[src/rtc_trim_pkg.sv]
// constants, field layouts and carrier types of the supply monitor and trim
// assumes byte addresses on the register bus are four times the index
package rtc_trim_pkg;

  localparam logic [7:0] IDX_FLAGS = 8'h1d;
  localparam logic [7:0] IDX_CTRL1 = 8'h1f;
  localparam logic [7:0] IDX_CTRL2 = 8'h21;
  localparam logic [7:0] IDX_TRIM  = 8'h30;
  localparam int         ADDR_W    = 10;
  localparam logic [ADDR_W-1:0] ADDR_FLAGS = {IDX_FLAGS, 2'b00};
  localparam logic [ADDR_W-1:0] ADDR_CTRL1 = {IDX_CTRL1, 2'b00};
  localparam logic [ADDR_W-1:0] ADDR_CTRL2 = {IDX_CTRL2, 2'b00};
  localparam logic [ADDR_W-1:0] ADDR_TRIM  = {IDX_TRIM, 2'b00};

  localparam int FLG_LOW   = 7;
  localparam int FLG_RST   = 2;
  localparam int FLG_FULL  = 0;
  localparam int C1_SMP_HI = 7;
  localparam int C1_SMP_LO = 6;
  localparam int C1_CHG    = 5;
  localparam int C1_INIT   = 4;
  localparam int C1_RSEL   = 2;
  localparam int C1_BF_HI  = 1;
  localparam int C1_BF_LO  = 0;
  localparam int C2_STOP   = 0;
  localparam int C2_LBE    = 1;
  localparam int TRIM_EN   = 7;

  localparam logic [7:0] CTRL1_RST   = 8'h00;
  localparam logic [7:0] CTRL2_RST   = 8'h00;
  localparam logic [7:0] TRIM_RST    = 8'h00;
  localparam logic [7:0] CTRL1_WMASK = 8'hf7;
  localparam logic [7:0] CTRL2_WMASK = 8'h03;
  localparam logic [1:0] BF_NO_LIMIT = 2'h3;

  localparam int OSC_HZ          = 32768;
  localparam int BKP_SAMPLE_US   = 31250;
  localparam int BKP_SAMPLE_TICKS = BKP_SAMPLE_US * OSC_HZ / 1000000;
  localparam int TRIM_INTERVAL_S = 10;
  localparam int OFF_MS_0        = 2;
  localparam int OFF_MS_1        = 16;
  localparam int OFF_MS_2        = 128;
  localparam int OFF_MS_3        = 256;
  localparam int OFF_TICKS_0     = OFF_MS_0 * OSC_HZ / 1000;
  localparam int OFF_TICKS_1     = OFF_MS_1 * OSC_HZ / 1000;
  localparam int OFF_TICKS_2     = OFF_MS_2 * OSC_HZ / 1000;
  localparam int OFF_TICKS_3     = OFF_MS_3 * OSC_HZ / 1000;

  localparam int PRESC_W = 15;
  localparam logic [PRESC_W-1:0] TRIM_POINT = 15'h4000;
  localparam int TAP_1024 = 4;
  localparam int TAP_64   = 8;
  localparam int TAP_1HZ  = 14;

  typedef enum logic [1:0] {OUT_32K, OUT_1024, OUT_1HZ} clk_out_sel_t;
  typedef enum logic [1:0] {WAKE_4096, WAKE_64, WAKE_1HZ} wake_src_t;

  typedef struct packed {
    logic       below_trip_hi;
    logic       below_trip_lo;
    logic       below_backup;
    logic       vbat_low;
    logic [2:0] vbat_full;
  } supply_levels_t;

endpackage

[src/rtc_supply_trim.sv]
// supply supervision, battery flags and digital rate trim of the rtc core
// assumes comparator levels and oscillator phase synchronous to i_mclk
// Contract
// - full-charge flag is read-only and refreshed once per second outside backup.
// - low-battery flag is sticky; writing 0 clears, writing 1 is ignored.
// - detect enable 0 follows charge enable; enable 1 detects on main supply.
// - no low-battery detection in backup; flagged after main supply returns.
// - stop bit set suspends the 31.25 ms backup supply sampling.
// - reset output low while supply below selected trip level.
// - with init bit set, bus and clock output stop below trip level.
// - threshold select bit picks 2.75 V (0) or 2.70 V (1).
// - reset-detect flag latches on a drop; write 0 clears it.
// - trim enable turns correction on; when 0 the code is ignored.
// - correction applied to sub-second counting once every ten seconds.
// - each code unit changes the rate by 3.05 ppm.
// - code is seven-bit two's complement, top bit the sign.
// - 32.768 kHz output untouched; 1 Hz and 1024 Hz disturbed per 10 s.
// - wakeup source 64 Hz or 1 Hz disturbed; 4096 Hz untouched.
// - alarm second tick follows the corrected time base.
// - sampling field sets switch-off time 2, 16, 128 or 256 ms.
// - full-charge select picks level or no limit.
// - power switching starts at first init write and then stays on.
`timescale 1ns/10ps
module rtc_supply_trim
  import rtc_trim_pkg::*;
(
  input  wire logic              i_mclk,
  input  wire logic              i_reset,
  input  wire logic              psel,
  input  wire logic              penable,
  input  wire logic              pwrite,
  input  wire logic [ADDR_W-1:0] paddr,
  input  wire logic [31:0]       pwdata,
  output logic      [31:0]       prdata,
  output logic                   pready,
  output logic                   pslverr,
  input  wire logic              i_osc_phase,
  input  wire supply_levels_t    i_levels,
  input  wire clk_out_sel_t      i_clk_out_sel,
  input  wire wake_src_t         i_wake_src,
  output logic                   o_reset_n,
  output logic                   o_iface_enable,
  output logic                   o_backup_mode,
  output logic                   o_backup_sample,
  output logic                   o_sw1_open,
  output logic                   o_clk_out,
  output logic                   o_sec_tick,
  output logic                   o_wake_tick
);

  logic [7:0]         ctrl1_r, ctrl1_nxt, ctrl2_r, ctrl2_nxt;
  logic [7:0]         trim_r, trim_nxt;
  logic               low_r, low_nxt, rst_flag_r, rst_flag_nxt;
  logic               full_r, full_nxt, switch_on_r, switch_on_nxt;
  logic               backup_r, backup_nxt, reset_n_r, reset_n_nxt;
  logic               iface_r, iface_nxt, sw1_r, sw1_nxt;
  logic               bsamp_r, bsamp_nxt;
  logic [10:0]        bcnt_r, bcnt_nxt;
  logic [13:0]        off_r, off_nxt;
  logic [31:0]        prdata_r, prdata_nxt;
  logic               pready_r, pready_nxt, pslverr_r, pslverr_nxt;
  logic               phase_r;
  logic [PRESC_W-1:0] presc_r, presc_nxt;
  logic [2:0]         fast_r, fast_nxt;
  logic [3:0]         sec_r, sec_nxt;
  logic               due_r, due_nxt;
  logic               sec_tick_r, sec_tick_nxt, wake_r, wake_nxt;
  logic               clk_out_r, clk_out_nxt;
  logic               osc_tick, sec_evt, below_trip, detect_ok;
  logic               wr, wr_flags, wr_ctrl1, wr_ctrl2, wr_trim;
  logic [1:0]         bf_sel;
  logic [13:0]        off_ticks;

  assign osc_tick   = i_osc_phase & ~phase_r;
  assign sec_evt    = osc_tick & (&presc_r);
  assign below_trip = ctrl1_r[C1_RSEL] ? i_levels.below_trip_lo
                                       : i_levels.below_trip_hi;
  assign wr       = psel & penable & pready_r & pwrite;
  assign wr_flags = wr & (paddr == ADDR_FLAGS);
  assign wr_ctrl1 = wr & (paddr == ADDR_CTRL1);
  assign wr_ctrl2 = wr & (paddr == ADDR_CTRL2);
  assign wr_trim  = wr & (paddr == ADDR_TRIM);
  assign bf_sel   = {ctrl1_r[C1_BF_HI], ctrl1_r[C1_BF_LO]};
  assign detect_ok = ~backup_r &
                     (ctrl2_r[C2_LBE] | ctrl1_r[C1_CHG]);

  always_comb begin
    unique case ({ctrl1_r[C1_SMP_HI], ctrl1_r[C1_SMP_LO]})
      2'h0: off_ticks = 14'(OFF_TICKS_0);
      2'h1: off_ticks = 14'(OFF_TICKS_1);
      2'h2: off_ticks = 14'(OFF_TICKS_2);
      2'h3: off_ticks = 14'(OFF_TICKS_3);
    endcase
  end

  // bus answer: one wait cycle, then pready with read data
  always_comb begin
    pready_nxt  = psel & penable & ~pready_r;
    pslverr_nxt = 1'b0;
    prdata_nxt  = prdata_r;
    if (pready_nxt) begin
      prdata_nxt = 32'h0000_0000;
      unique case (paddr)
        ADDR_FLAGS: begin
          prdata_nxt[FLG_LOW]  = low_r;
          prdata_nxt[FLG_RST]  = rst_flag_r;
          prdata_nxt[FLG_FULL] = full_r;
        end
        ADDR_CTRL1: prdata_nxt[7:0] = ctrl1_r;
        ADDR_CTRL2: prdata_nxt[7:0] = ctrl2_r;
        ADDR_TRIM:  prdata_nxt[7:0] = trim_r;
        default:    pslverr_nxt = 1'b1;
      endcase
    end
  end

  always_ff @(posedge i_mclk) begin
    if (i_reset) begin
      pready_r  <= 1'b0;
      pslverr_r <= 1'b0;
      prdata_r  <= 32'h0000_0000;
    end else begin
      pready_r  <= pready_nxt;
      pslverr_r <= pslverr_nxt;
      prdata_r  <= prdata_nxt;
    end
  end

  // registers, flags and supply state
  always_comb begin
    ctrl1_nxt = wr_ctrl1 ? (pwdata[7:0] & CTRL1_WMASK) : ctrl1_r;
    ctrl2_nxt = wr_ctrl2 ? (pwdata[7:0] & CTRL2_WMASK) : ctrl2_r;
    trim_nxt  = wr_trim ? pwdata[7:0] : trim_r;
    switch_on_nxt = switch_on_r | (wr_ctrl1 & pwdata[C1_INIT]);
    low_nxt = low_r;
    if (wr_flags && !pwdata[FLG_LOW])
      low_nxt = 1'b0;
    if (sec_evt && detect_ok && i_levels.vbat_low)
      low_nxt = 1'b1;
    rst_flag_nxt = rst_flag_r;
    if (wr_flags && !pwdata[FLG_RST])
      rst_flag_nxt = 1'b0;
    if (below_trip)
      rst_flag_nxt = 1'b1;
    full_nxt = full_r;
    if (sec_evt && !backup_r) begin
      full_nxt = (bf_sel == BF_NO_LIMIT) ? 1'b0
                                         : i_levels.vbat_full[bf_sel];
    end
    reset_n_nxt = ~below_trip;
    iface_nxt   = ~(ctrl1_r[C1_INIT] & below_trip);
    bcnt_nxt  = bcnt_r;
    bsamp_nxt = 1'b0;
    if (backup_r && !ctrl2_r[C2_STOP] && osc_tick) begin
      if (bcnt_r == 11'(BKP_SAMPLE_TICKS - 1)) begin
        bcnt_nxt  = 11'h000;
        bsamp_nxt = 1'b1;
      end else begin
        bcnt_nxt = bcnt_r + 11'h001;
      end
    end
    if (!backup_r)
      bcnt_nxt = 11'h000;
    backup_nxt = backup_r;
    if (!backup_r)
      backup_nxt = switch_on_r & i_levels.below_backup;
    else if (bsamp_r && !i_levels.below_backup)
      backup_nxt = 1'b0;
    off_nxt = off_r;
    if (backup_r || !ctrl1_r[C1_CHG] || full_r)
      off_nxt = 14'h0000;
    else if (sec_evt)
      off_nxt = off_ticks;
    else if (osc_tick && off_r != 14'h0000)
      off_nxt = off_r - 14'h0001;
    sw1_nxt = off_r != 14'h0000;
  end

  always_ff @(posedge i_mclk) begin
    if (i_reset) begin
      ctrl1_r     <= CTRL1_RST;
      ctrl2_r     <= CTRL2_RST;
      trim_r      <= TRIM_RST;
      switch_on_r <= 1'b0;
      low_r       <= 1'b0;
      rst_flag_r  <= 1'b0;
      full_r      <= 1'b0;
      reset_n_r   <= 1'b0;
      iface_r     <= 1'b0;
      bcnt_r      <= 11'h000;
      bsamp_r     <= 1'b0;
      backup_r    <= 1'b0;
      off_r       <= 14'h0000;
      sw1_r       <= 1'b0;
    end else begin
      ctrl1_r     <= ctrl1_nxt;
      ctrl2_r     <= ctrl2_nxt;
      trim_r      <= trim_nxt;
      switch_on_r <= switch_on_nxt;
      low_r       <= low_nxt;
      rst_flag_r  <= rst_flag_nxt;
      full_r      <= full_nxt;
      reset_n_r   <= reset_n_nxt;
      iface_r     <= iface_nxt;
      bcnt_r      <= bcnt_nxt;
      bsamp_r     <= bsamp_nxt;
      backup_r    <= backup_nxt;
      off_r       <= off_nxt;
      sw1_r       <= sw1_nxt;
    end
  end

  // time base with rate trim
  always_comb begin
    presc_nxt = presc_r;
    fast_nxt  = fast_r;
    sec_nxt   = sec_r;
    due_nxt   = due_r & trim_r[TRIM_EN];
    if (osc_tick) begin
      fast_nxt = fast_r + 3'h1;
      if (due_r && trim_r[TRIM_EN] && presc_r == TRIM_POINT) begin
        presc_nxt = presc_r + 15'h0001
                    + {{8{trim_r[6]}}, trim_r[6:0]};
        due_nxt = 1'b0;
      end else begin
        presc_nxt = presc_r + 15'h0001;
      end
      if (&presc_r) begin
        if (sec_r == 4'(TRIM_INTERVAL_S - 1)) begin
          sec_nxt = 4'h0;
          due_nxt = trim_r[TRIM_EN];
        end else begin
          sec_nxt = sec_r + 4'h1;
        end
      end
    end
    sec_tick_nxt = sec_evt;
    unique case (i_wake_src)
      WAKE_4096: wake_nxt = osc_tick & (&fast_r);
      WAKE_64:   wake_nxt = osc_tick & (&presc_r[TAP_64:0]);
      WAKE_1HZ:  wake_nxt = sec_evt;
      default:   wake_nxt = 1'b0;
    endcase
    unique case (i_clk_out_sel)
      OUT_32K:  clk_out_nxt = i_osc_phase;
      OUT_1024: clk_out_nxt = presc_r[TAP_1024];
      OUT_1HZ:  clk_out_nxt = presc_r[TAP_1HZ];
      default:  clk_out_nxt = 1'b0;
    endcase
    clk_out_nxt = clk_out_nxt & iface_r;
  end

  always_ff @(posedge i_mclk) begin
    if (i_reset) begin
      phase_r    <= 1'b0;
      presc_r    <= '0;
      fast_r     <= 3'h0;
      sec_r      <= 4'h0;
      due_r      <= 1'b0;
      sec_tick_r <= 1'b0;
      wake_r     <= 1'b0;
      clk_out_r  <= 1'b0;
    end else begin
      phase_r    <= i_osc_phase;
      presc_r    <= presc_nxt;
      fast_r     <= fast_nxt;
      sec_r      <= sec_nxt;
      due_r      <= due_nxt;
      sec_tick_r <= sec_tick_nxt;
      wake_r     <= wake_nxt;
      clk_out_r  <= clk_out_nxt;
    end
  end

  assign prdata          = prdata_r;
  assign pready          = pready_r;
  assign pslverr         = pslverr_r;
  assign o_reset_n       = reset_n_r;
  assign o_iface_enable  = iface_r;
  assign o_backup_mode   = backup_r;
  assign o_backup_sample = bsamp_r;
  assign o_sw1_open      = sw1_r;
  assign o_clk_out       = clk_out_r;
  assign o_sec_tick      = sec_tick_r;
  assign o_wake_tick     = wake_r;
endmodule

[config.mk]
export PLATFORM = sky130hd
export DESIGN_NAME = rtc_supply_trim
export DESIGN_NICKNAME = d
export VERILOG_FILES = /design/src/rtc_trim_pkg.sv /design/src/rtc_supply_trim.sv
export SDC_FILE = /design/constraint.sdc
export NUM_CORES = 1
export LEC_CHECK = 0
export ABC_CLOCK_PERIOD_IN_PS = 6780
export BUFFER_PORTS_ARGS = -buffer_cell sky130_fd_sc_hd__buf_2
export CORE_MARGIN = 2
export CORE_UTILIZATION = 45
export CTS_BUF_LIST = sky130_fd_sc_hd__clkbuf_16
export DETAILED_ROUTE_END_ITERATION = 10
export PLACE_DENSITY = 0.72
export SLEW_MARGIN = 20
export SYNTH_ARGS = -nofsm -noshare
export SYNTH_HDL_FRONTEND = slang
export SYNTH_SLANG_ARGS = --single-unit
export TNS_END_PERCENT = 30
[constraint.sdc]
create_clock -name i_mclk -period 6.78 [get_ports i_mclk]
set_input_delay 1.695 -clock i_mclk [delete_from_list [all_inputs] [get_ports i_mclk]]
set_output_delay 1.695 -clock i_mclk [all_outputs]
set_load 0.01 [all_outputs]
Yosys cells after proc, flatten, opt, wreduce, memory -nomap -nowiden
Cells that the tools add are included.
- logic and storage cells: 138
- input port bits: 59
- bits in registers: 88
- output and inout bits: 42
- add/sub/neg operators: 6
- bitwise gates (word level): 27
- order comparisons: 1
- reductions and logical operators: 35
- mux-type cells: 29
- equal/unequal tests: 15
- operator list (operator ; count):
    $pmux W14 S4 ; 1
    $mux W14 ; 2
    $eq A10 B7 Y1 const B ; 2
    $eq A10 B8 Y1 const B ; 2
    $and A1 B1 Y1 ; 18
    $reduce_and A16 Y1 ; 1
    $add A15 B1 Y15 const B ; 1
    $add A15 B15 Y15 ; 1
    $eq A15 B15 Y1 const B ; 1
    $mux W1 ; 15
    $mux W15 ; 1
    $pmux W1 S3 ; 5
    $reduce_and A15 Y1 ; 1
    $reduce_bool A14 Y1 ; 1
    $sub A14 B1 Y14 const B ; 1
    $add A11 B1 Y11 const B ; 1
    $eq A11 B10 Y1 const B ; 1
    $logic_and A1 B1 Y1 ; 11
    $mux W11 ; 1
    $eq A2 B2 Y1 const B ; 5
    $reduce_and A9 Y1 ; 1
    $pmux W4 S2 ; 1
    $reduce_or A2 Y1 ; 4
    $not A1 Y1 ; 7
    other kinds (15) ; 28

Longest topological paths before layout
Gate-level depths: netlist (run 1).
- depth after elaboration: 7
- depth in mapped cells: 13

Worst setup path before layout (run 1)
No wires, ideal clock.
- path type: in2reg
- start: in paddr[3]
- end: reg prdata_r[1], in the netlist prdata[1]
- buffers on the path: 1
- library setup time: 0.086 ns
- slack: 3.761 ns
- data arrival time: 2.933 ns
- cell stages on the path: 6
- cells stage by stage: nor3_1 > nand4_1 > nor3b_1 > clkbuf_1 > a222oi_1 > a211oi_1
- longest elaborated chain between the ends: 2
- elaborated cells on any way between the ends: 4
- classes of those cells: eq/ne (3); mux (1)
- RTL lines (what ; RTL line ; RTL):
    start, declared ; rtc_supply_trim.sv:32 ; input wire logic [ADDR_W-1:0] paddr,
    $eq A10 B8 Y1 or $eq A10 B7 Y1 (tied branches) ; rtc_supply_trim.sv:103 ; unique case (paddr)
    $pmux W1 S3 (*) ; rtc_supply_trim.sv:103 ;
    end signal, assigned ; rtc_supply_trim.sv:125 ; prdata_r <= prdata_nxt;
    end, declared ; rtc_supply_trim.sv:60 ; logic [31:0] prdata_r, prdata_nxt;
Every way passes the cells marked *; elsewhere a longest branch is shown, timed or not.
A chain may end at the register's enable or synchronous reset.

Final worst setup path (run 1)
- start: in i_osc_phase
- end: reg sec_r[3]
- longest elaborated chain between the ends: 2
- RTL lines (what ; RTL line ; RTL):
    start, declared ; rtc_supply_trim.sv:37 ; input wire logic i_osc_phase,
    $and A1 B1 Y1 ; rtc_supply_trim.sv:74 ; assign osc_tick = i_osc_phase & ~phase_r;
    $reduce_and A16 Y1 (no line) ; -- ;
    end signal, assigned ; rtc_supply_trim.sv:267 ; sec_r <= sec_nxt;
    end, declared ; rtc_supply_trim.sv:65 ; logic [3:0] sec_r, sec_nxt;
Every way passes these cells.

==> reports/qor.txt, run 1 <==
Main synth FF type: sky130_fd_sc_hd__dfxtp_1
Die Ht: 110 um
Clock Power Share: 43.3%
Number of instances resized during post-cts repair: 0
Unique cell type count in the Yosys netlist: 67
Switching power total: 277 uW
Cell type of the slowest stage on the worst timing path: sky130_fd_sc_hd__nor2b_1
Power Internal: 808 uW
Gate count after technology mapping: 613
H-Tree Level Count: 3
Die width: 110 um
Wirelength per Cell: 14.7 um
Count of final max-slew check failures: 0
Maximum clock frequency: 0.281 GHz
Placed wire-length estimate after detailed placement: 8610 um
Rel. slew slack: 42.5%
Vias in the first global route: 4337
Register area share after synthesis: 34.9%
Proportion of synthesized flip-flops having asynchronous set or reset: 0%
Startpoint Class: input port
Total power divided by cell area: 195 nW/um^2
Summed negative setup slack over all endpoints: 0 ns
Layout cells sized above 1: 12.5%
Count of synthesis-stage warnings from yosys: 0
# nets final: 736
Antenna diode count: 0
Global-route total usage across every layer: 20.8%
Register clock-pin slew on the reported worst setup and hold paths: 0.07 ns
Combinational cell fraction of total power: 7.4%
Slew at the pin closest to its max-slew limit: 0.863 ns
Mean instance size in the synthesized netlist: 8.23 um^2
Signal arrival time at the worst endpoint: 3.83 ns
Critical path type: input port to flop
Area inside the core boundary: 10900 um^2
Total vias in the final route: 4434
FILL cells: 1011
TritonCTS clock tree: done
# Post-CTS Setup Buffers: 0
Total congestion overflow after global routing: 0
Detailed-routing iteration count for the pre-antenna-repair pass: 5
Sink count of the clock tree: 88
Drc violations: 0
Worst min-delay path category: flop to flop
Number of buffer and inverter instances along the worst setup path: 2
Setup repair after global routing missed its margin: no
Total wire length: 11700 um
Worst path top cell family by delay: simple AND/OR/NAND/NOR gates
CTS root buf: sky130_fd_sc_hd__clkbuf_16
Area growth, synth to finish: 10.2%
Placer congestion estimate: 0.815
Commonest cells after routing, fill and taps aside: 88 x sky130_fd_sc_hd__dfxtp_1, 80 x sky130_fd_sc_hd__nor2_1, 52 x sky130_fd_sc_hd__nand2_1, 52 x sky130_fd_sc_hd__buf_2, 46 x sky130_fd_sc_hd__a21oi_1
Detailed Route Iter0 Violations: 213
Synthesized flop and latch total: 88
# rows: 38
Critical Path Max Stage Delay: 0.44 ns
Result of the run: complete, no violations
Period utilization: 52.5%
Worst Hold Margin: 0.452 ns
Netlist area before placement: 5040 um^2
Crit path max fanout: 21
Maximum number of pins on one net before global-route repair: 45
Clk Latency, worst-skew pair: 0.34 ns
Setup Viol. Count Final: 0
Antenna violations before repair: 0
Top-level port count: 101
Count of flip-flops with a built-in enable after synthesis: 0
Post-route ant nets: 0
Leading cell type in the layout, fill and taps excluded: sky130_fd_sc_hd__dfxtp_1
Clock buffers created by TritonCTS: 9
Max Cap Violations: 0
Largest clock skew in the final design: 0.00805 ns
Vias per Instance: 5.56
Hold violation total from the final report: 0
VDD IR max: 0.109 mV
Net Sw Frac: 25.5%
Kind of end point of the critical path: flop
Die ar.: 12100 um^2
Required time worst endpoint: 7.05 ns
Leakage dissipation: 0.00215 uW
Global-route wire length before repair: 19900 um
Starting density of the core: 46.3%
Buffer depth of the longest clock path: 2
Sequential Power Share: 49.3%
Min Clock Period, post-route: 3.56 ns
Critical-path cell list: buf_2 > nor2b_1 > buf_4 > and3_1 > nand4_4 > nor4b_2 > o21ai_0 > a21oi_1
Total of buffers placed on input and output ports: 52
# hold bufs at CTS: 0
[power by group through the flow]
stage / logic [uW] / registers (uW) / clock network (uW)
floorplan: 61.5 / 546 / 0
global placement: 76.8 / 546 / 0
detailed placement: 79.4 / 546 / 0
CTS: 79.5 / 535 / 478
global route: 90.3 / 536 / 502
finish: 80.2 / 535 / 470
[per-stage QoR]
step / total power (uW) / util (%) / instances / setup slack [ns] / cell area (um^2)
3_3_place_gp: 623 / 48.5 / 781 / 2.93 / 5280
6_report: 1080 / 51.0 / 797 / 3.22 / 5560
2_1_floorplan: 607 / - / 636 / 3.76 / 5130
5_1_grt: 1130 / 51.0 / 797 / 3.05 / 5560
3_5_place_dp: 626 / 48.5 / 781 / 2.89 / 5280
4_1_cts: 1090 / 51.0 / 797 / 3.25 / 5560
[registers in the layout, summed over array words and instances (netlist names), 2 cells and up]
signal   flops
ctrl1_r      7
trim_r       8
ctrl2_r      2
bcnt_r      11
presc_r     15
sec_r        4
fast_r       3
prdata       8
off_r       14
[synthesized netlist by cell type (all sizes together), types with 3 or more instances]
| master | n | share of area, % |
|---|---|---|
| dfxtp | 88 | 35 |
| nor2 | 80 | 6.0 |
| nand2 | 52 | 3.9 |
| a21oi | 46 | 4.6 |
| buf | 38 | 5.3 |
| nand3 | 28 | 2.8 |
| ha | 24 | 6.0 |
| nor3 | 22 | 2.2 |
| xnor2 | 22 | 3.8 |
| o21ai | 20 | 2.0 |
| xor2 | 19 | 3.3 |
| inv | 16 | 1.2 |
| mux2i | 16 | 3.2 |
| nand4 | 14 | 2.0 |
| a211oi | 13 | 1.9 |
| clkbuf | 12 | 0.89 |
| nor2b | 10 | 1.2 |
| and3 | 8 | 1.2 |
| and2 | 5 | 0.62 |
| nand2b | 5 | 0.62 |
| nor3b | 5 | 0.94 |
| nor4 | 5 | 0.74 |
| o31ai | 5 | 0.74 |
| a221oi | 4 | 0.69 |
| a31oi | 4 | 0.50 |
| and4 | 4 | 0.69 |
| nor4b | 4 | 0.82 |
| o211ai | 4 | 0.60 |
| or3 | 4 | 0.50 |
| a222oi | 3 | 0.60 |
[kinds of logic after synthesis]
kind of cell | count (synthesis) | synth area share (%)
buf+inv | 67 | 7.42
compound gates | 118 | 14.8
mux | 18 | 3.62
fa+ha+maj | 25 | 6.35
flops | 88 | 34.9
other cells | 1 | 0.0744
simple gates | 255 | 25.6
xor+xnor | 41 | 7.12
[final timing paths]
kind | startpoint | endpoint | slack [ns] | cells after the start
worst max register to register | presc_r[2] | presc_r[14] | 3.36 | 13
worst max-delay path | i_osc_phase | sec_r[3] | 3.22 | 8
worst min-delay path | bcnt_r[10] | bcnt_r[10] | 0.45 | 1
worst min register to register | bcnt_r[10] | bcnt_r[10] | 0.45 | 1
[per-layer routing]
metal	global-route usage [%]	up-vias	routed length [um]
met2	33.5	138	5400
met1	26.1	2063	5360
met5	0	-	0
li1	-	2207	-
met3	4.39	26	633
met4	10.2	0	327
[layout make-up]
cell class | instances | area [um^2] | share of cell area [%]
sequential | 88 | 1760 | 31.7
multi-input combinational | 481 | 2990 | 53.9
clock inverter | 7 | 53.8 | 0.968
timing repair buffer | 55 | 283 | 5.09
tap | 140 | 175 | 3.15
inverter | 17 | 63.8 | 1.15
clock buffer | 9 | 225 | 4.05
Note: power is estimated with default switching activity, not from simulation.
==> run 2, diff against run 1 <==
--- a/config.mk
+++ b/config.mk
@@ -5,7 +5,8 @@
 export SDC_FILE = /design/constraint.sdc
 export NUM_CORES = 1
 export LEC_CHECK = 0
-export ABC_CLOCK_PERIOD_IN_PS = 6780
+export ABC_AREA = 1
+export ABC_CLOCK_PERIOD_IN_PS = 3650
 export BUFFER_PORTS_ARGS = -buffer_cell sky130_fd_sc_hd__buf_2
 export CORE_MARGIN = 2
 export CORE_UTILIZATION = 45
==> constraint.sdc (replaced) <==
create_clock -name i_mclk -period 3.65 [get_ports i_mclk]
set_input_delay 0.9125 -clock i_mclk [delete_from_list [all_inputs] [get_ports i_mclk]]
set_output_delay 0.9125 -clock i_mclk [all_outputs]
set_load 0.01 [all_outputs]
==> run 2 against run 1 <==
Compared with the run above: first-iteration DRC count rose by 20%; non-clock buffer count rose by 1; count of clock-buffer cells in the layout did not move; die area rose by 7.1%; clock skew fell by 0.0022 ns; routed wire length rose by 7.3%; synthesized area rose by 7.4%; sequential share of layout area fell by 2.4 points; sequential power rose by 87%; worst hold slack got worse by 0.0067 ns; flip-flop and latch count did not move; combinational power rose by 130%.
==> reports/qor.txt, run 2 <==
Synthesized-area fraction occupied by xor and xnor cells: 3.72%
Leading cell type in the layout, fill and taps excluded: sky130_fd_sc_hd__nand2_1
Vias in the first global route: 4597
Detailed Route Iter0 Violations: 256
Total of buffers placed on input and output ports: 52
Die ar.: 12900 um^2
# hold bufs at CTS: 0
Worst min-delay path category: flop to flop
Clock Power Share: 44.2%
Sequential Power Share: 47.1%
Unique cell type count in the Yosys netlist: 48
Rel. slew slack: 39.1%
Net Sw Frac: 25.5%
Placed Instance Area: 5720 um^2
VDD IR max: 0.327 mV
Gate count after technology mapping: 790
Number of instances resized during post-cts repair: 0
Global-route total usage across every layer: 20.0%
Result of the run: complete, no violations
Register clock-pin slew on the reported worst setup and hold paths: 0.07 ns
Final non-filler cell area: 6020 um^2
Hold depth: 2
Die Ht: 114 um
Drc violations: 0
Kind of end point of the critical path: flop
Antenna violations before repair: 0
Critical path type: flop to flop
Number of flip-flops under the largest register name: 15
Die width: 114 um
Wirelength per Cell: 12.7 um
Synthesized flop and latch total: 88
Buffer depth of the longest clock path: 2
H-Tree Level Count: 3
CTS root buf: sky130_fd_sc_hd__clkbuf_16
Worst R2R Start: presc_r[2]
Summed negative setup slack over all endpoints: 0 ns
Top cells by area in the synthesized netlist: sky130_fd_sc_hd__dfxtp_1 33%, sky130_fd_sc_hd__nand2_1 11%, sky130_fd_sc_hd__nor2_1 6.7%
Leakage dissipation: 0.00270 uW
Area inside the core boundary: 11900 um^2
Worst Hold Margin: 0.445 ns
Fraction of the mapped netlist area in simple logic gates: 29.8%
Combinational cell fraction of total power: 8.7%
Sink count of the clock tree: 88
Antenna diode count: 0
Critical Path Start: presc_r[2]
Main synth FF type: sky130_fd_sc_hd__dfxtp_1
Commonest cells after routing, fill and taps aside: 153 x sky130_fd_sc_hd__nand2_1, 97 x sky130_fd_sc_hd__nor2_1, 95 x sky130_fd_sc_hd__inv_1
Detailed-routing iteration count for the pre-antenna-repair pass: 5
Switching power total: 544 uW
Count of final max-slew check failures: 0
Registers with the highest flip-flop counts: presc_r (15), off_r (14), bcnt_r (11)
Portion of netlist area occupied by mux cells: 0.185%
Depth of the worst register-to-register path: 17
Clock buffers created by TritonCTS: 9
Largest family of logic cells by synthesized area: simple AND/OR/NAND/NOR gates
Period utilization: 72.6%
Maximum clock frequency: 0.377 GHz
Crit path max fanout: 5
Adder-Cell Fraction of Synth Area: 5.92%
Total vias in the final route: 5055
Post-route ant nets: 0
Proportion of synthesized flip-flops having asynchronous set or reset: 0%
Total congestion overflow after global routing: 0
Max Cap Violations: 0
Starting density of the core: 45.6%
Reg2Reg Setup Slack: 1.0 ns
TritonCTS clock tree: done
# rows: 40
Min Clock Period, post-route: 2.65 ns
Vias per Instance: 5.10
Startpoint Class: flop
Slew at the pin closest to its max-slew limit: 0.910 ns
Worst flop-to-flop path endpoint: presc_r[14]
Count of flip-flops with a built-in enable after synthesis: 0
Portion of synthesized cell area occupied by the leading cell type: 32.5%
Count of synthesis-stage warnings from yosys: 0
Startpoint of the worst hold path: bcnt_r[9]
Largest clock skew in the final design: 0.00580 ns
Global-route wire length before repair: 21300 um
Worst setup endpoint: presc_r[14]
Top-level port count: 101
Total power divided by cell area: 354 nW/um^2
Area growth, synth to finish: 11.2%
Cell accounting for the most synthesized area: sky130_fd_sc_hd__dfxtp_1
Placer congestion estimate: 0.891
Placed wire-length estimate after detailed placement: 9430 um
Register area share after synthesis: 32.5%
Setup repair after global routing missed its margin: no
# Post-CTS Setup Buffers: 0
Signal arrival time at the worst endpoint: 2.93 ns
Reg with most FFs: presc_r
Maximum number of pins on one net before global-route repair: 30
Power Internal: 1580 uW
Top cell types by occurrence after synthesis: 153 x sky130_fd_sc_hd__nand2_1, 97 x sky130_fd_sc_hd__nor2_1, 95 x sky130_fd_sc_hd__inv_1
Netlist area before placement: 5410 um^2
Total wire length: 12600 um
Required time worst endpoint: 3.92 ns
# nets final: 924
Mean instance size in the synthesized netlist: 6.85 um^2
Layout cells sized above 1: 12.2%
Clk Latency, worst-skew pair: 0.34 ns
Setup Viol. Count Final: 0
Hold violation total from the final report: 0
Compound-Gate Fraction of Synth Area: 15.8%
Cell with the most instances after synthesis: sky130_fd_sc_hd__nand2_1
run 2: worst min path at each step:
stage | end | slack, ns
finish | bcnt_r[9] | 0.45
global route | bcnt_r[9] | 0.46
floorplan | bcnt_r[9] | 0.42
global placement | bcnt_r[9] | 0.44
CTS | bcnt_r[9] | 0.45
detailed placement | bcnt_r[9] | 0.44
run 2: power by group through the flow:
stage / registers, uW / logic [uW] / clock network [uW]
floorplan: 1020 / 142 / 0
global placement: 1020 / 181 / 0
detailed placement: 1020 / 183 / 0
CTS: 1000 / 184 / 955
global route: 1000 / 212 / 997
finish: 1000 / 186 / 940
run 2: area by class of cell:
| class | count | area (um^2) |
|---|---|---|
| multi-input cells | 581 | 3090 |
| flip-flops and latches | 88 | 1760 |
| well taps | 147 | 184 |
| repair buffers | 56 | 290 |
| inverters | 104 | 392 |
| clock inverters | 7 | 76.3 |
| clock buffers | 9 | 225 |
| fillers | 1175 | 5840 |
run 2: per-layer routing:
| layer | up-vias | track usage (%) | part of all wire, % |
|---|---|---|---|
| met5 | - | 0 | 0 |
| met4 | 0 | 4.55 | 1.2 |
| met3 | 14 | 4.36 | 5.7 |
| met2 | 157 | 32.1 | 43 |
| met1 | 2244 | 27.7 | 50 |
| li1 | 2640 | - | - |
run 2: logic make-up after synthesis:
group,after synthesis
adder cells (fa/ha/maj),25
flip-flops,88
XOR/XNOR,23
multiplexers,1
other,1
AND/OR/NAND/NOR,359
buffers and inverters,144
AO/OA/AOI/OAI,149
run 2: through the flow:
stage / setup WS (ns) / cells / utilization, % / total power [uW]
after global placement: 1.02 / 976 / 48.2 / 1200
after detailed placement: 1.02 / 976 / 48.2 / 1210
final: 0.999 / 992 / 50.7 / 2130
after CTS: 0.996 / 992 / 50.7 / 2140
after global routing: 0.631 / 992 / 50.7 / 2210
after floorplan: 1.42 / 813 / - / 1160
run 2: worst max-delay path: stages (launching register included):
cell	delay (ns)
sky130_fd_sc_hd__dfxtp_1	0.40
sky130_fd_sc_hd__nand3_1	0.14
sky130_fd_sc_hd__inv_1	0.12
sky130_fd_sc_hd__nand3_1	0.09
sky130_fd_sc_hd__nor2_1	0.27
sky130_fd_sc_hd__inv_1	0.09
sky130_fd_sc_hd__o21ai_0	0.26
sky130_fd_sc_hd__inv_1	0.08
sky130_fd_sc_hd__ha_1	0.35
sky130_fd_sc_hd__nand2_1	0.10
sky130_fd_sc_hd__nor2_1	0.12
sky130_fd_sc_hd__and2_1	0.13
sky130_fd_sc_hd__nand2_1	0.05
sky130_fd_sc_hd__nand2_1	0.11
sky130_fd_sc_hd__inv_1	0.05
sky130_fd_sc_hd__nand2_1	0.06
sky130_fd_sc_hd__nand3_1	0.06
sky130_fd_sc_hd__a21oi_1	0.12
==> run 3, diff against run 2 <==
--- a/config.mk
+++ b/config.mk
@@ -6,7 +6,7 @@
 export NUM_CORES = 1
 export LEC_CHECK = 0
 export ABC_AREA = 1
-export ABC_CLOCK_PERIOD_IN_PS = 3650
+export ABC_CLOCK_PERIOD_IN_PS = 2710
 export BUFFER_PORTS_ARGS = -buffer_cell sky130_fd_sc_hd__buf_2
 export CORE_MARGIN = 2
 export CORE_UTILIZATION = 45
==> constraint.sdc (replaced) <==
create_clock -name i_mclk -period 2.71 [get_ports i_mclk]
set_input_delay 0.6775 -clock i_mclk [delete_from_list [all_inputs] [get_ports i_mclk]]
set_output_delay 0.6775 -clock i_mclk [all_outputs]
set_load 0.01 [all_outputs]
==> run 3 against run 2 <==
Compared with the run above: via count grew 0.83%; sequential power rose by 35%; count of clock-buffer cells in the layout did not move; sequential share of layout area fell by 0.34 points; combinational power rose by 39%; flip-flop and latch count unchanged; first-iteration DRC count is 3.5% higher; critical path type unchanged; largest cell class unchanged; largest power group unchanged.
==> reports/qor.txt, run 3 (synthesized netlist as in run 2, its figures left out) <==
Result of the run: complete, no violations
Vias in the first global route: 4574
Die ar.: 12900 um^2
Leakage dissipation: 0.00272 uW
Global route hottest layer: met2
Crit path max fanout: 5
Sink count of the clock tree: 88
# hold bufs at CTS: 0
Global-route wire length before repair: 21100 um
Top-level port count: 101
Sequential Power Share: 48.7%
Wirelength per Cell: 12.7 um
Smallest setup slack after layout: 0.250 ns
Detailed Route Iter0 Violations: 265
# nets final: 930
Commonest cells after routing, fill and taps aside: 153 x sky130_fd_sc_hd__nand2_1, 97 x sky130_fd_sc_hd__nor2_1, 95 x sky130_fd_sc_hd__inv_1
Rel. slew slack: 62.0%
Total wire length: 12700 um
Switching power total: 731 uW
Kind of end point of the critical path: flop
Critical path type: flop to flop
Period utilization: 90.8%
Summed negative setup slack over all endpoints: 0 ns
Maximum clock frequency: 0.407 GHz
Power Internal: 2050 uW
Depth of the worst register-to-register path: 12
FILL cells: 1201
Signal arrival time at the worst endpoint: 2.68 ns
Count of non-filler cells in the finished layout: 998
Total congestion overflow after global routing: 0
Placement-stage worst setup slack: 0.154 ns
Global routing usage on met3: 3.19%
Clock buffers created by TritonCTS: 9
Area growth, synth to finish: 12.6%
Number of flip-flops under the largest register name: 15
Leading cell type in the layout, fill and taps excluded: sky130_fd_sc_hd__nand2_1
Maximum number of pins on one net before global-route repair: 26
VDD IR max: 0.342 mV
Total power divided by cell area: 456 nW/um^2
Setup repair after global routing missed its margin: no
Setup Viol. Count Final: 0
Met1 capacity usage during global routing: 27.8%
Die Ht: 114 um
Post-route ant nets: 0
Count of final max-slew check failures: 0
Largest clock skew in the final design: 0.00868 ns
Registers with the highest flip-flop counts: presc_r (15), off_r (14), bcnt_r (11)
Antenna violations before repair: 0
Max Cap Violations: 0
Worst min-delay path category: flop to flop
Required time worst endpoint: 2.93 ns
Clock Power Share: 42.0%
Total of buffers placed on input and output ports: 52
CTS root buf: sky130_fd_sc_hd__clkbuf_16
Starting density of the core: 45.6%
Register clock-pin slew on the reported worst setup and hold paths: 0.07 ns
Antenna diode count: 0
Layout cells sized above 1: 14.0%
Total vias in the final route: 5097
Placer congestion estimate: 0.915
H-Tree Level Count: 3
Net Sw Frac: 26.3%
TritonCTS clock tree: done
Clk Latency, worst-skew pair: 0.34 ns
Drc violations: 0
Buffer depth of the longest clock path: 2
Global-route met2 utilization: 31.9%
Detailed-routing iteration count for the pre-antenna-repair pass: 4
Reg with most FFs: presc_r
Hold violation total from the final report: 0
Hold depth: 2
# Post-CTS Setup Buffers: 0
Die width: 114 um
Slew at the pin closest to its max-slew limit: 0.565 ns
Global-route total usage across every layer: 20.0%
Area inside the core boundary: 11900 um^2
Total instance count after detailed placement: 982
Combinational cell fraction of total power: 9.3%
Min Clock Period, post-route: 2.46 ns
Placed wire-length estimate after detailed placement: 9630 um
# rows: 40
Number of instances resized during post-cts repair: 0
Startpoint Class: flop
Vias per Instance: 5.11
[run 3: changes by cell type in the layout (fill, tap and decap cells not counted), moves of 2 or more]
cell,change
sky130_fd_sc_hd__buf_4,+6
sky130_fd_sc_hd__clkinv_2,+2
sky130_fd_sc_hd__dfxtp_2,+2
sky130_fd_sc_hd__nor3_1,-2
sky130_fd_sc_hd__clkinv_4,+2
sky130_fd_sc_hd__nor3_2,+2
sky130_fd_sc_hd__dfxtp_1,-2
sky130_fd_sc_hd__xor2_1,-2
sky130_fd_sc_hd__ha_1,-2
[run 3: cell type report]
| cell class | instances | area, um^2 | share of cell area [%] |
|---|---|---|---|
| sequential | 88 | 1760 | 28.9 |
| clock inverter | 7 | 53.8 | 0.882 |
| tap | 147 | 184 | 3.02 |
| multi-input combinational | 581 | 3140 | 51.6 |
| timing repair buffer | 62 | 335 | 5.50 |
| inverter | 104 | 392 | 6.42 |
| clock buffer | 9 | 225 | 3.69 |
[run 3: power by group through the flow]
stage,clock network (uW),logic [uW],registers (uW)
floorplan,0,191,1380
global placement,0,249,1380
detailed placement,0,251,1380
CTS,1190,252,1350
global route,1240,297,1350
finish,1170,258,1350
[run 3: metal layers]
| metal | vias to the layer above | routed length (um) |
|---|---|---|
| met5 | - | 0 |
| met4 | 0 | 229 |
| met3 | 20 | 583 |
| met2 | 130 | 5550 |
| met1 | 2290 | 6350 |
| li1 | 2657 | - |
[run 3: per-stage QoR]
| stage | util [%] | hold slack [ns] | power (uW) | area [um^2] |
|---|---|---|---|---|
| final | 51.4 | 0.446 | 2780 | 6100 |
| after global routing | 51.4 | 0.455 | 2890 | 6100 |
| after CTS | 50.9 | 0.448 | 2790 | 6040 |
| after detailed placement | 48.6 | 0.437 | 1630 | 5760 |
| after global placement | 48.6 | 0.435 | 1630 | 5760 |
| after floorplan | - | 0.422 | 1570 | 5500 |
[run 3: path summary, 6_finish.rpt]
check        startpoint         end  slack (ns)
max          presc_r[0]  presc_r[7]        0.25
min           bcnt_r[9]   bcnt_r[9]        0.45
max reg2reg  presc_r[0]  presc_r[7]        0.25
min reg2reg   bcnt_r[9]   bcnt_r[9]        0.45
[run 3: critical path: stages (launching register included)]
cell and delay (ns):
sky130_fd_sc_hd__dfxtp_2 0.37, sky130_fd_sc_hd__ha_2 0.21, sky130_fd_sc_hd__nand3_2 0.13, sky130_fd_sc_hd__nor2_4 0.19, sky130_fd_sc_hd__xor2_1 0.23, sky130_fd_sc_hd__ha_1 0.31, sky130_fd_sc_hd__a21oi_1 0.21, sky130_fd_sc_hd__inv_1 0.06
sky130_fd_sc_hd__nor2_1 0.10, sky130_fd_sc_hd__nand2_1 0.09, sky130_fd_sc_hd__or2_2 0.28, sky130_fd_sc_hd__nand3_1 0.09, sky130_fd_sc_hd__a31oi_1 0.08
